==> src/verilog/bpc_defines.vh <==
// register map, field positions and reset values for the pin group
`ifndef BPC_DEFINES_VH
`define BPC_DEFINES_VH
`define BPC_ADDR_W 12
`define BPC_OFS_DATA 12'h000
`define BPC_OFS_DIR 12'h004
`define BPC_OFS_OPTION 12'h008
`define BPC_OFS_IRQCTL 12'h00C
`define BPC_OFS_STATUS 12'h010
`define BPC_OFS_MASK 12'h014
`define BPC_PULLUP_BIT 7
`define BPC_CHG_BIT 0
`define BPC_UPPER_LO 4
`define BPC_UPPER_HI 7
`define BPC_DIR_RST 8'hFF
`define BPC_OPTION_RST 8'hFF
`define BPC_ZERO8 8'h00
`define BPC_ZERO32 32'h00000000
`define BPC_STAT_RST 2'h0
`define BPC_MASK_RST 2'h0
`define BPC_EV_CHG 0
`define BPC_EV_WAKE 1
`define BPC_PIN_COUNT 8
`define BPC_STAT_COUNT 2
`define BPC_STAT_HI 1
`define BPC_STAT_LO 0
`define BPC_BIT_CLR 1'h0
`define BPC_BIT_SET 1'h1
`endif

==> src/verilog/bpc_port.v <==
// eight-bit bidirectional pin group with change interrupt and APB registers
//
// The register addresses and the APB register port are this design's own decisions.
`timescale 1ns/10ps
`default_nettype none
`include "bpc_defines.vh"
module bpc_port (
  input wire SYS_CLK,
  input wire ARST_N,
  input wire PSEL,
  input wire PENABLE,
  input wire PWRITE,
  input wire [11:0] PADDR,
  input wire [31:0] PWDATA,
  output wire [31:0] PRDATA,
  output wire PREADY,
  output wire PSLVERR,
  input wire [7:0] PIN_IN,
  output wire [7:0] PIN_OUT,
  output wire [7:0] PIN_OE_N,
  output wire [7:0] PULLUP_ON,
  input wire SLEEP_ACTIVE,
  output wire WAKE,
  output wire IRQ
);
  reg [7:0] sync1_reg;
  reg [7:0] pins_reg;
  reg [7:0] latch_reg;
  reg [7:0] dir_reg;
  reg [7:0] option_reg;
  reg [3:0] snap_reg;
  reg chg_flag_reg;
  reg [1:0] stat_reg;
  reg [1:0] mask_reg;
  reg [31:0] rdata_reg;
  reg [31:0] rdata_next;
  reg [7:0] latch_next;
  wire acc;
  wire wr;
  wire rd;
  wire data_acc;
  wire [3:0] upper_in;
  wire [3:0] mismatch;
  wire chg_set;
  wire [1:0] ev;
  genvar g;

  function sel;
    input [11:0] a;
    input [11:0] ofs;
    begin
      sel = (a == ofs);
    end
  endfunction

  assign acc = PSEL & PENABLE;
  assign wr = acc & PWRITE;
  // read data is captured in the setup cycle so it stands through the access phase
  assign rd = PSEL & ~PENABLE & ~PWRITE;
  assign PREADY = `BPC_BIT_SET;
  assign PSLVERR = acc & ~(sel(PADDR, `BPC_OFS_DATA) | sel(PADDR, `BPC_OFS_DIR) |
    sel(PADDR, `BPC_OFS_OPTION) | sel(PADDR, `BPC_OFS_IRQCTL) | sel(PADDR, `BPC_OFS_STATUS) |
    sel(PADDR, `BPC_OFS_MASK));
  assign PRDATA = rdata_reg;
  assign data_acc = acc & sel(PADDR, `BPC_OFS_DATA);

  // per-pin drive and pull-up
  generate
    for (g = 0; g < `BPC_PIN_COUNT; g = g + 1) begin : g_pin
      assign PIN_OE_N[g] = dir_reg[g];
      assign PIN_OUT[g] = latch_reg[g];
      assign PULLUP_ON[g] = ~option_reg[`BPC_PULLUP_BIT] & dir_reg[g];
    end
  endgenerate

  assign upper_in = pins_reg[`BPC_UPPER_HI:`BPC_UPPER_LO];
  assign mismatch = (upper_in ^ snap_reg) & dir_reg[`BPC_UPPER_HI:`BPC_UPPER_LO];
  // access cycle refreshes the snapshot, so a change then is absorbed
  assign chg_set = (|mismatch) & ~data_acc;
  assign ev[`BPC_EV_CHG] = chg_set;
  assign ev[`BPC_EV_WAKE] = chg_set & SLEEP_ACTIVE;
  assign WAKE = chg_flag_reg;
  assign IRQ = |(stat_reg & mask_reg);

  always @* begin
    latch_next = latch_reg;
    if (wr & sel(PADDR, `BPC_OFS_DATA)) begin
      // byte writes load the written value straight into the latch, input pins included
      latch_next = PWDATA[7:0];
    end
  end

  always @* begin
    rdata_next = `BPC_ZERO32;
    if (sel(PADDR, `BPC_OFS_DATA)) begin
      rdata_next[7:0] = pins_reg;
    end else if (sel(PADDR, `BPC_OFS_DIR)) begin
      rdata_next[7:0] = dir_reg;
    end else if (sel(PADDR, `BPC_OFS_OPTION)) begin
      rdata_next[7:0] = option_reg;
    end else if (sel(PADDR, `BPC_OFS_IRQCTL)) begin
      rdata_next[`BPC_CHG_BIT] = chg_flag_reg;
    end else if (sel(PADDR, `BPC_OFS_STATUS)) begin
      rdata_next[1:0] = stat_reg;
    end else if (sel(PADDR, `BPC_OFS_MASK)) begin
      rdata_next[1:0] = mask_reg;
    end
  end

  // register hit decode, one strobe per register except data
  wire hit_dir;
  wire hit_option;
  wire hit_irqctl;
  wire hit_status;
  wire hit_mask;
  wire wr_dir;
  wire wr_option;
  wire wr_irqctl;
  wire wr_status;
  wire wr_mask;
  wire flag_clr;
  wire [1:0] stat_keep;
  wire [1:0] stat_next;
  wire [3:0] snap_next;
  wire [7:0] dir_next;
  wire [7:0] option_next;
  wire [1:0] mask_next;

  assign hit_dir = sel(PADDR, `BPC_OFS_DIR);
  assign hit_option = sel(PADDR, `BPC_OFS_OPTION);
  assign hit_irqctl = sel(PADDR, `BPC_OFS_IRQCTL);
  assign hit_status = sel(PADDR, `BPC_OFS_STATUS);
  assign hit_mask = sel(PADDR, `BPC_OFS_MASK);

  assign wr_dir = wr & hit_dir;
  assign wr_option = wr & hit_option;
  assign wr_irqctl = wr & hit_irqctl;
  assign wr_status = wr & hit_status;
  assign wr_mask = wr & hit_mask;

  // only a written zero clears, a written one leaves the flag alone
  assign flag_clr = wr_irqctl & ~PWDATA[`BPC_CHG_BIT];

  // write-one-clear first, then new events, so a set in the same cycle wins
  assign stat_keep = wr_status ? (stat_reg & ~PWDATA[`BPC_STAT_HI:`BPC_STAT_LO]) : stat_reg;
  assign stat_next = stat_keep | ev;

  // snapshot follows the pins only on a data access, read or write
  assign snap_next = data_acc ? upper_in : snap_reg;

  assign dir_next = wr_dir ? PWDATA[7:0] : dir_reg;
  assign option_next = wr_option ? PWDATA[7:0] : option_reg;
  assign mask_next = wr_mask ? PWDATA[`BPC_STAT_HI:`BPC_STAT_LO] : mask_reg;

  // two-flop synchroniser per pin; only the second stage feeds logic
  generate
    for (g = 0; g < `BPC_PIN_COUNT; g = g + 1) begin : g_sync
      always @(posedge SYS_CLK or negedge ARST_N) begin
        if (!ARST_N) begin
          sync1_reg[g] <= `BPC_BIT_CLR;
          pins_reg[g] <= `BPC_BIT_CLR;
        end else begin
          sync1_reg[g] <= PIN_IN[g];
          pins_reg[g] <= sync1_reg[g];
        end
      end
    end
  endgenerate

  // output latch per pin
  generate
    for (g = 0; g < `BPC_PIN_COUNT; g = g + 1) begin : g_latch
      always @(posedge SYS_CLK or negedge ARST_N) begin
        if (!ARST_N) begin
          latch_reg[g] <= `BPC_BIT_CLR;
        end else begin
          latch_reg[g] <= latch_next[g];
        end
      end
    end
  endgenerate

  // direction per pin, every pin an input after reset
  generate
    for (g = 0; g < `BPC_PIN_COUNT; g = g + 1) begin : g_dir
      always @(posedge SYS_CLK or negedge ARST_N) begin
        if (!ARST_N) begin
          dir_reg[g] <= `BPC_BIT_SET;
        end else begin
          dir_reg[g] <= dir_next[g];
        end
      end
    end
  endgenerate

  // option word; its top bit gates all pull-ups
  always @(posedge SYS_CLK or negedge ARST_N) begin
    if (!ARST_N) begin
      option_reg <= `BPC_OPTION_RST;
    end else begin
      option_reg <= option_next;
    end
  end

  // snapshot of the upper pins
  generate
    for (g = `BPC_UPPER_LO; g <= `BPC_UPPER_HI; g = g + 1) begin : g_snap
      always @(posedge SYS_CLK or negedge ARST_N) begin
        if (!ARST_N) begin
          snap_reg[g - `BPC_UPPER_LO] <= `BPC_BIT_CLR;
        end else begin
          snap_reg[g - `BPC_UPPER_LO] <= snap_next[g - `BPC_UPPER_LO];
        end
      end
    end
  endgenerate

  // read data register, loaded in the setup cycle
  always @(posedge SYS_CLK or negedge ARST_N) begin
    if (!ARST_N) begin
      rdata_reg <= `BPC_ZERO32;
    end else if (rd) begin
      rdata_reg <= rdata_next;
    end
  end

  // change flag: a persisting mismatch keeps it set against a clear
  always @(posedge SYS_CLK or negedge ARST_N) begin
    if (!ARST_N) begin
      chg_flag_reg <= `BPC_BIT_CLR;
    end else if (chg_set) begin
      chg_flag_reg <= `BPC_BIT_SET;
    end else if (flag_clr) begin
      chg_flag_reg <= `BPC_BIT_CLR;
    end
  end

  // sticky status and its mask, one bit per event
  generate
    for (g = 0; g < `BPC_STAT_COUNT; g = g + 1) begin : g_stat
      always @(posedge SYS_CLK or negedge ARST_N) begin
        if (!ARST_N) begin
          stat_reg[g] <= `BPC_BIT_CLR;
          mask_reg[g] <= `BPC_BIT_CLR;
        end else begin
          stat_reg[g] <= stat_next[g];
          mask_reg[g] <= mask_next[g];
        end
      end
    end
  endgenerate
endmodule // bpc_port
`default_nettype wire

==> config.mk <==
export PLATFORM = sky130hd
export DESIGN_NAME = bpc_port
export DESIGN_NICKNAME = d
export VERILOG_FILES = /design/src/verilog/bpc_port.v
export VERILOG_INCLUDE_DIRS = /design/src /design/src/verilog
export SDC_FILE = /design/constraint.sdc
export NUM_CORES = 1
export LEC_CHECK = 0
export BUFFER_PORTS_ARGS = -buffer_cell sky130_fd_sc_hd__buf_2
export CELL_PAD_IN_SITES_DETAIL_PLACEMENT = 1
export CELL_PAD_IN_SITES_GLOBAL_PLACEMENT = 1
export CORE_MARGIN = 2
export CORE_UTILIZATION = 32
export CTS_CLUSTER_DIAMETER = 30
export DETAILED_ROUTE_END_ITERATION = 7
export GPL_ROUTABILITY_DRIVEN = 0
export HOLD_SLACK_MARGIN = 0.06
export PLACE_DENSITY_LB_ADDON = 0.1
export SLEW_MARGIN = 10
export SYNTH_ARGS = -nofsm -noshare
export SYNTH_HDL_FRONTEND = slang
export SYNTH_SLANG_ARGS = --single-unit
export TNS_END_PERCENT = 30
==> constraint.sdc <==
create_clock -name SYS_CLK -period 1.15 [get_ports SYS_CLK]
set_input_delay 0.115 -clock SYS_CLK [delete_from_list [all_inputs] [get_ports SYS_CLK]]
set_output_delay 0.115 -clock SYS_CLK [all_outputs]
set_load 0.02 [all_outputs]
==> flow_summary_export.csv, run 1 <==
group,metric,value,unit
clocking,worstSkewPairLatency,340,ps
layout,final_cell_mix,"buf_4 (47), buf_2 (45), dfrtp_1 (41), buf_6 (36), conb_1 (25)",
sta,clock_skew,8.20,ps
drt,wl,7.11,mm
global_route,overflow,0,
pwr,finalPower,4590,µW
pwr,ir_worst_vdd,0.508,mV
logic_synthesis,synth.distinct_cells,35,
sta,rsz0062_at_grt,"true",
die,die_w,96.0,µm
drt,drc,0,
pwr,p_seq_share,44.8,%
logic_synthesis,yosys.area.top_type,"dfrtp_1",
layout,mostFrequentLayoutCell,"buf_4",
place,place_ws,-538,ps
drt,drt-pass1-iter-count,4,
hold_path,min_path_type,"in2reg",
logic_synthesis,async_flop_share,100,%
layout,multi_input_area,1240,µm²
layout,nets,421,
sta,finalHoldViolations,0,
logic_synthesis,syn_area,2710,µm²
drt,vias,2118,
sta,max_clock_freq,735,MHz
global_route,grt_pass1_wl,11.4,mm
die,die-area,9220,µm²
die,rows,33,
clocking,root_buffer,"clkbuf_8",
pwr,combPwrFrac,9.8,%
die,die_h,96.0,µm
drt,highest_layer,"met4",
critical_path,reg2reg_slack,-140,ps
clocking,cts.reportedPaths.clkPinSlew,70,ps
layout,regArea,1450,µm²
drt,routedWlPerCell,15.0,µm
drt,drt_iter0_markers,55,
pwr,p_leak,0.00207,µW
pwr,p_per_area,1080,nW/µm²
job,cap_violations,0,
pwr,clock_power_share,45.4,%
critical_path,critPathArrivalTime,1250,ps
layout,fill_cells,905,
drt,met3_length,323,µm
critical_path,crit_type,"reg2out",
sta,setup_viol_count_final,55,
clocking,cts_tree,"yes",
pwr,switching_share,24.8,%
die,io-pin-count,118,
clocking,cts_buffers,9,
critical_path,cp_max_fo,3,
clocking,clockBufferDepth,2,
drt,via_per_inst,4.48,
logic_synthesis,dominantRegCellSynth,"dfrtp_1",
critical_path,crit_path_end_kind,"output port",
global_route,grt_max_degree,58,
run_status,violations,"negative setup slack",
logic_synthesis,synth_top_area_share,37.9,%
layout,finalInstanceArea,4230,µm²
run_status,status,"finished with violations",
global_route,first_global_vias,2250,
logic_synthesis,syn_area_per_cell,12.4,µm²
logic_synthesis,seq_area_frac_synth,53.4,%
sta,period_share,118,%
layout,drive_above_1_share,59.2,%
sta,final.setup.tns,-5590,ps
logic_synthesis,ys_ff_latch,57,
critical_path,critPathMaxStageDelay,540,ps
global_route,track_usage,16.7,%
logic_synthesis,synth_cells,218,
place,dp_hpwl,4.92,mm
logic_synthesis,yosysWarnings,0,
global_route,antenna_found_initial,0,
die,start_util,33.0,%
pwr,p_sw,1140,µW
layout,synthToLayoutAreaGrowth,56.2,%
drt,met1_length,3.10,mm
critical_path,worstPathRequired,1030,ps
sta,layout_min_cycle_time,1360,ps
drt,ant_nets,0,
logic_synthesis,synth_edf_count,0,
logic_synthesis,synth_area_leaders,"dfrtp_1 (38%), dfstp_2 (16%), mux2_2 (9.1%), buf_4 (7.2%), mux2_4 (4.4%)",
clocking,h-tree-depth,3,
die,core,8220,µm²
clocking,clkSinkCount,57,
critical_path,critical_path.cell_chain,"buf_6 -> nor2b_1 -> buf_4",
place,placed_area,3370,µm²
sta,worst_slack,-211,ps
place,io_buffers,68,
layout,antennaDiodeCount,0,
critical_path,slowest_stage,"dfstp_2",
sta,slew_violations,0,
drt,route.met2.wl,3.58,mm
pwr,p_int,3450,µW
layout,utilization,51.5,%
critical_path,cp-start-kind,"register",
power groups by stage:
stage	logic [µW]	registers (µW)	clock network [µW]
after global routing	498	2050	2240
after CTS	438	2050	2140
after floorplan	230	2090	0
final	449	2050	2080
after global placement	372	2090	0
after detailed placement	373	2090	0
critical path, delay by kind of cell, from the launching register on:
kind,cells,cell delay (ps)
and+or+nand+nor,1,120
DFF,1,540
buffers and inverters,2,250
layout make-up:
class / count / share of cell area, %
timing repair buffer: 147 / 28.2
multi-input combinational: 148 / 29.3
sequential: 57 / 34.2
clock buffer: 9 / 2.93
tap: 105 / 3.10
clock inverter: 7 / 2.25
final timing paths:
check / from / end / cells past startpoint
setup / recovery: PIN_OE_N[1]$_DFFE_PN1P_ / PULLUP_ON[1] / 3
hold / removal: PWDATA[1] / option_reg[1]$_DFFE_PN1P_ / 2
setup reg to reg: snap_reg[3]$_DFFE_PN0P_ / stat_reg[1]$_DFF_PN0_ / 4
hold reg to reg: sync1_reg[1]$_DFF_PN0_ / pins_reg[1]$_DFF_PN0_ / 0
max in group asynchronous: ARST_N / PIN_OE_N[3]$_DFFE_PN1P_ / 3
min in group asynchronous: ARST_N / sync1_reg[7]$_DFF_PN0_ / 3
per-stage QoR:
stage	std cells	hold WS [ps]
detailed placement	424	141
finish	473	125
global route	473	125
CTS	468	103
floorplan	241	-181
global placement	424	141
per-layer routing:
metal / vias to the layer above / GRT usage (%)
met5: - / 0
met4: 0 / 6.79
met3: 10 / 3.37
met2: 61 / 27.4
met1: 1046 / 21.6
li1: 1001 / -
timing repair:
item,in CTS,in global routing
setup endpoints to repair,49,59
endpoints found under the hold margin,84,0
pin swaps,8,9
hold buffers,16,0
setup buffers,12,7
resized for setup,51,41
Yosys cell counts, types with 3 or more instances:
cell type / count
dfrtp_1: 41
buf_4: 26
mux2_2: 22
dfstp_2: 16
nand2_1: 11
nor2_1: 10
nor2b_1: 10
mux2i_1: 9
o31ai_1: 9
mux2_4: 8
a21oi_1: 7
buf_2: 5
nand4_1: 4
nor3b_1: 4
xor2_1: 4
nand3_1: 3
nor3_1: 3
cell families after synthesis:
| group | Yosys count | share of synthesized area, % |
|---|---|---|
| AO/OA/AOI/OAI | 24 | 6.10 |
| multiplexers | 39 | 16.9 |
| other | 2 | 0.277 |
| XOR/XNOR | 4 | 1.29 |
| AND/OR/NAND/NOR | 56 | 12.7 |
| flip-flops | 57 | 53.4 |
| buffers and inverters | 36 | 9.38 |
Note: power is estimated with default switching activity, not from simulation.
==> run 2, diff against run 1 <==
--- a/config.mk
+++ b/config.mk
@@ -7,15 +7,12 @@
 export NUM_CORES = 1
 export LEC_CHECK = 0
 export BUFFER_PORTS_ARGS = -buffer_cell sky130_fd_sc_hd__buf_2
-export CELL_PAD_IN_SITES_DETAIL_PLACEMENT = 1
-export CELL_PAD_IN_SITES_GLOBAL_PLACEMENT = 1
-export CORE_MARGIN = 2
-export CORE_UTILIZATION = 32
+export CORE_UTILIZATION = 40
 export CTS_CLUSTER_DIAMETER = 30
 export DETAILED_ROUTE_END_ITERATION = 7
 export GPL_ROUTABILITY_DRIVEN = 0
 export HOLD_SLACK_MARGIN = 0.06
-export PLACE_DENSITY_LB_ADDON = 0.1
+export PLACE_DENSITY = 0.72
 export SLEW_MARGIN = 10
 export SYNTH_ARGS = -nofsm -noshare
 export SYNTH_HDL_FRONTEND = slang
==> flow_summary_export.csv, run 2 (same netlist as run 1, synthesis figures left out) <==
group,metric,value,unit
critical_path,crit_buf_inv,2,
place,placed_area,3270,µm²
sta,layout_min_cycle_time,1410,ps
clocking,root_buffer,"clkbuf_8",
die,die_h,84.3,µm
drt,vias,2078,
drt,drt-pass1-iter-count,7,
run_status,violations,"design-rule violations, negative setup slack",
drt,drt_iter0_markers,87,
sta,final.setup.tns,-4410,ps
pwr,ir_worst_vdd,0.877,mV
critical_path,crit_type,"reg2out",
die,start_util,41.9,%
global_route,grt_max_degree,58,
pwr,p_seq_share,46.8,%
critical_path,crit_path_end,"PULLUP_ON[6]",
pwr,switching_share,24.0,%
clocking,cts.reportedPaths.clkPinSlew,60,ps
layout,utilization,61.6,%
pwr,p_sw,1050,µW
clocking,h-tree-depth,3,
global_route,overflow,0,
die,core,6460,µm²
critical_path,r2r-end,"stat_reg[1]$_DFF_PN0_",
sta,finalHoldViolations,0,
die,rows,29,
layout,antennaDiodeCount,0,
layout,fill_cells,488,
clocking,clkSinkCount,57,
place,place_inst,385,
drt,routedWlPerCell,15.3,µm
die,die_w,84.3,µm
critical_path,critical_path.cell_chain,"buf_6 -> nor2b_1 -> buf_4",
clocking,cts_buffers,9,
critical_path,critPathMaxStageDelay,550,ps
hold_path,min_path_type,"in2reg",
pwr,p_leak,0.00196,µW
global_route,first_global_vias,2120,
global_route,track_usage,19.0,%
critical_path,crit_path_end_kind,"output port",
place,io_buffers,68,
critical_path,slowest_stage,"dfstp_2",
drt,drc,22,
layout,synthToLayoutAreaGrowth,47.0,%
drt,wl,6.53,mm
critical_path,r2r_start,"snap_reg[3]$_DFFE_PN0P_",
critical_path,critical_path_depth,3,
layout,nets,402,
die,io-pin-count,118,
global_route,antenna_found_initial,0,
sta,period_share,122,%
place,place_ws,-527,ps
pwr,combPwrFrac,9.6,%
pwr,p_per_area,1100,nW/µm²
layout,layoutNonFillerInstCount,426,
critical_path,cp_max_fo,3,
sta,worst_slack,-256,ps
layout,final_cell_mix,"buf_2 (46), dfrtp_1 (41), buf_6 (35), buf_4 (28), conb_1 (25)",
clocking,cts_tree,"yes",
sta,rsz0062_at_grt,"true",
run_status,status,"finished with violations",
global_route,grt_pass1_wl,10.1,mm
sta,setup_viol_count_final,39,
sta,max_clock_freq,711,MHz
critical_path,cp-startpoint,"PIN_OE_N[6]$_DFFE_PN1P_",
pwr,clock_power_share,43.7,%
critical_path,reg2reg_slack,-200,ps
layout,mostFrequentLayoutCell,"buf_2",
layout,finalInstanceArea,3980,µm²
critical_path,reg2reg_depth,4,
die,die-area,7100,µm²
layout,drive_above_1_share,53.6,%
clocking,worstSkewPairLatency,340,ps
drt,ant_nets,0,
sta,clock_skew,7.87,ps
job,cap_violations,0,
critical_path,cp_top_family,"flip-flops",
critical_path,critPathArrivalTime,1290,ps
sta,slew_violations,0,
pwr,p_int,3340,µW
clocking,clockBufferDepth,2,
place,dp_hpwl,4.38,mm
critical_path,cp-start-kind,"register",
drt,via_per_inst,4.88,
critical_path,worstPathRequired,1030,ps
run 2: cell count changes in the layout (fill, tap and decap cells not counted), moves of 3 or more:
cell	change
buf_4	-19
mux2_4	+3
mux2_2	-3
clkinvlp_4	-3
run 2: area by class of cell:
type	count	area, µm²	area share (%)
Clock inverter	4	51.3	1.29
Tap cell	77	96.3	2.42
Sequential cell	57	1450	36.3
Clock buffer	12	155	3.90
Multi-Input combinational cell	148	1180	29.7
Timing Repair Buffer	128	1050	26.4
run 2: worst min path at each step:
| stage | start | to | slack, ps | depth (start not counted) |
|---|---|---|---|---|
| final | PWDATA[0] | WAKE$_DFFE_PN0P_ | 110 | 3 |
| after global placement | ARST_N | sync1_reg[1]$_DFF_PN0_ | 130 | 2 |
| after floorplan | ARST_N | PIN_OUT[0]$_DFFE_PN0P_ | -180 | 0 |
| after CTS | PWDATA[0] | WAKE$_DFFE_PN0P_ | 100 | 3 |
| after detailed placement | ARST_N | sync1_reg[1]$_DFF_PN0_ | 130 | 2 |
| after global routing | PWDATA[1] | PIN_OUT[1]$_DFFE_PN0P_ | 120 | 2 |
run 2: repair_timing:
action | in CTS | in global routing
gates resized for setup | 46 | 33
pin swaps | 11 | 4
setup buffers | 7 | 2
hold buffers | 16 | 0
endpoints found under the setup margin | 50 | 53
hold endpoints to repair | 84 | 0
run 2: power groups by stage:
stage | Clock [µW] | Combinational [µW] | Sequential, µW
finish | 1920 | 420 | 2050
global route | 2040 | 457 | 2060
CTS | 1950 | 417 | 2050
detailed placement | 0 | 356 | 2090
global placement | 0 | 351 | 2090
floorplan | 0 | 230 | 2090
run 2: stage by stage:
stage	hold slack (ps)	power, µW
3_5_place_dp	135	2440
2_1_floorplan	-181	2320
4_1_cts	95.7	4430
5_1_grt	117	4550
6_report	106	4390
3_3_place_gp	130	2440
run 2: worst register-to-register path, delay by kind of cell, from the launching register on:
family         cells  cell delay (ps)
XOR/XNOR           1              160
AO/OA/AOI/OAI      3              690
flip-flops         1              390
run 2: per-layer routing:
metal | vias up | GRT usage [%] | wire length, µm
met5 | - | 0 | 0
met2 | 87 | 31.5 | 3240
li1 | 971 | - | -
met3 | 13 | 4.03 | 346
met1 | 1007 | 22.9 | 2780
met4 | 0 | 11.3 | 156
==> run 3, diff against run 2 <==
--- a/config.mk
+++ b/config.mk
@@ -12,7 +12,7 @@
 export DETAILED_ROUTE_END_ITERATION = 7
 export GPL_ROUTABILITY_DRIVEN = 0
 export HOLD_SLACK_MARGIN = 0.06
-export PLACE_DENSITY = 0.72
+export PLACE_DENSITY = 0.69
 export SLEW_MARGIN = 10
 export SYNTH_ARGS = -nofsm -noshare
 export SYNTH_HDL_FRONTEND = slang
==> constraint.sdc (replaced) <==
create_clock -name SYS_CLK -period 1.6 [get_ports SYS_CLK]
set_input_delay 0.16 -clock SYS_CLK [delete_from_list [all_inputs] [get_ports SYS_CLK]]
set_output_delay 0.16 -clock SYS_CLK [all_outputs]
set_load 0.02 [all_outputs]
==> flow_summary_export.csv, run 3 (same netlist as run 1, synthesis figures left out) <==
group,metric,value,unit
run_status,status,"finished with violations",
run_status,violations,"design-rule violations",
layout,nets,367,
global_route,grt_pass1_wl,9.18,mm
critical_path,crit_path_end_kind,"output port",
critical_path,slowest_stage,"dfstp_2",
pwr,p_per_area,899,nW/µm²
clocking,h-tree-depth,3,
critical_path,crit_type,"reg2out",
hold_path,hold_depth,2,
sta,worst_pin_slew,517,ps
clocking,cts_tree,"yes",
critical_path,critPathArrivalTime,1280,ps
layout,drive_above_1_share,47.5,%
drt,ant_nets,0,
critical_path,reg2reg_depth,3,
die,core,6460,µm²
critical_path,worstPathRequired,1440,ps
sta,setup_viol_count_final,0,
critical_path,cp_max_fo,10,
global_route,track_usage,17.2,%
die,start_util,41.9,%
hold_path,min_path_type,"in2reg",
place,io_buffers,68,
drt,drt-pass1-iter-count,6,
place,dp_hpwl,4.02,mm
clocking,clockBufferDepth,2,
clocking,root_buffer,"clkbuf_8",
sta,max_clock_freq,693,MHz
die,die_h,84.3,µm
die,rows,29,
sta,layout_min_cycle_time,1440,ps
critical_path,critPathMaxStageDelay,700,ps
sta,period_share,90.2,%
layout,mostFrequentLayoutCell,"buf_2",
sta,slew_violations,0,
hold_path,min-delay-start,"PWDATA[6]",
clocking,clkSinkCount,57,
sta,rsz0062_at_grt,"false",
place,placed_area,3110,µm²
critical_path,reg2reg_slack,200,ps
drt,drc,20,
layout,antennaDiodeCount,0,
die,io-pin-count,118,
global_route,grt_max_degree,37,
critical_path,r2r-end,"stat_reg[1]$_DFF_PN0_",
clocking,cts_buffers,9,
critical_path,critical_path.cell_chain,"nor2b_1 -> buf_2",
clocking,cts.reportedPaths.clkPinSlew,60,ps
clocking,worstSkewPairLatency,330,ps
clocking,hold_buffers,9,
clocking,ctsResizeCount,0,
pwr,ir_worst_vdd,0.670,mV
die,die_w,84.3,µm
critical_path,cp-start-kind,"register",
clocking,post_cts_buffers,0,
drt,routedWlPerCell,14.5,µm
critical_path,r2r_start,"PIN_OE_N[7]$_DFFE_PN1P_",
layout,synthToLayoutAreaGrowth,25.5,%
job,cap_violations,0,
hold_path,hold_end,"option_reg[6]$_DFFE_PN1P_",
layout,final_cell_mix,"buf_2 (68), dfrtp_1 (41), conb_1 (25), mux2_2 (22), dfstp_2 (16)",
drt,wl,5.65,mm
layout,finalInstanceArea,3400,µm²
global_route,first_global_vias,1764,
global_route,overflow,0,
sta,finalHoldViolations,0,
pwr,p_leak,0.00174,µW
drt,drt_iter0_markers,140,
global_route,antenna_found_initial,0,
drt,via_per_inst,4.82,
drt,vias,1884,
die,die-area,7100,µm²
sta,timing.hold.ws,89.3,ps
sta,clock_skew,9.87,ps
sta,slew_headroom,65.5,%
==> run 3: how the worst max path moves through the flow <==
stage	from	to	slack (ps)	cells after the start
floorplan	PADDR[4]	WAKE$_DFFE_PN0P_	90	6
global placement	PADDR[1]	option_reg[1]$_DFFE_PN1P_	-110	6
detailed placement	PADDR[9]	option_reg[1]$_DFFE_PN1P_	-120	6
CTS	option_reg[7]$_DFFE_PN1P_	PULLUP_ON[5]	150	2
global route	PIN_OE_N[7]$_DFFE_PN1P_	stat_reg[1]$_DFF_PN0_	50	3
finish	option_reg[7]$_DFFE_PN1P_	PULLUP_ON[5]	160	2
==> run 3: worst max-delay path, delay by kind of cell, from the launching register on <==
kind          cells  cell delay [ps]
simple gates      1               90
buf+inv           1              170
flops             1              700
==> run 3: area by class of cell <==
type	instances	area, µm²
fillers	563	3060
flip-flops and latches	57	1450
multi-input cells	148	1090
repair buffers	93	563
clock buffers	13	159
well taps	77	96.3
clock inverters	3	40.0
==> run 3: routing by layer <==
layer | share of wire, % | vias up | track usage (%) | routed length (µm)
li1 | - | 901 | - | -
met1 | 47 | 891 | 23.3 | 2670
met2 | 44 | 80 | 25.3 | 2510
met3 | 5.5 | 12 | 3.83 | 313
met4 | 2.7 | 0 | 10.0 | 153
met5 | 0 | - | 0 | 0
==> run 3: through the flow <==
| stage | total power (µW) | instances | utilization, % | setup WS (ps) | setup TNS (ps) |
|---|---|---|---|---|---|
| after floorplan | 1660 | 241 | - | 90.2 | 0 |
| after global placement | 1730 | 366 | 48.2 | -105 | -1280 |
| after CTS | 3090 | 391 | 52.6 | 148 | 0 |
| final | 3050 | 391 | 52.6 | 157 | 0 |
| after detailed placement | 1730 | 366 | 48.2 | -122 | -1510 |
| after global routing | 3190 | 391 | 52.6 | 52.3 | 0 |
==> run 3: power breakdown <==
| part | internal [µW] | switching [µW] | leakage (µW) |
|---|---|---|---|
| Combinational | 86.8 | 160 | 0.000951 |
| Sequential | 1470 | 10.1 | 0.000688 |
| Clock | 800 | 531 | 0.000103 |
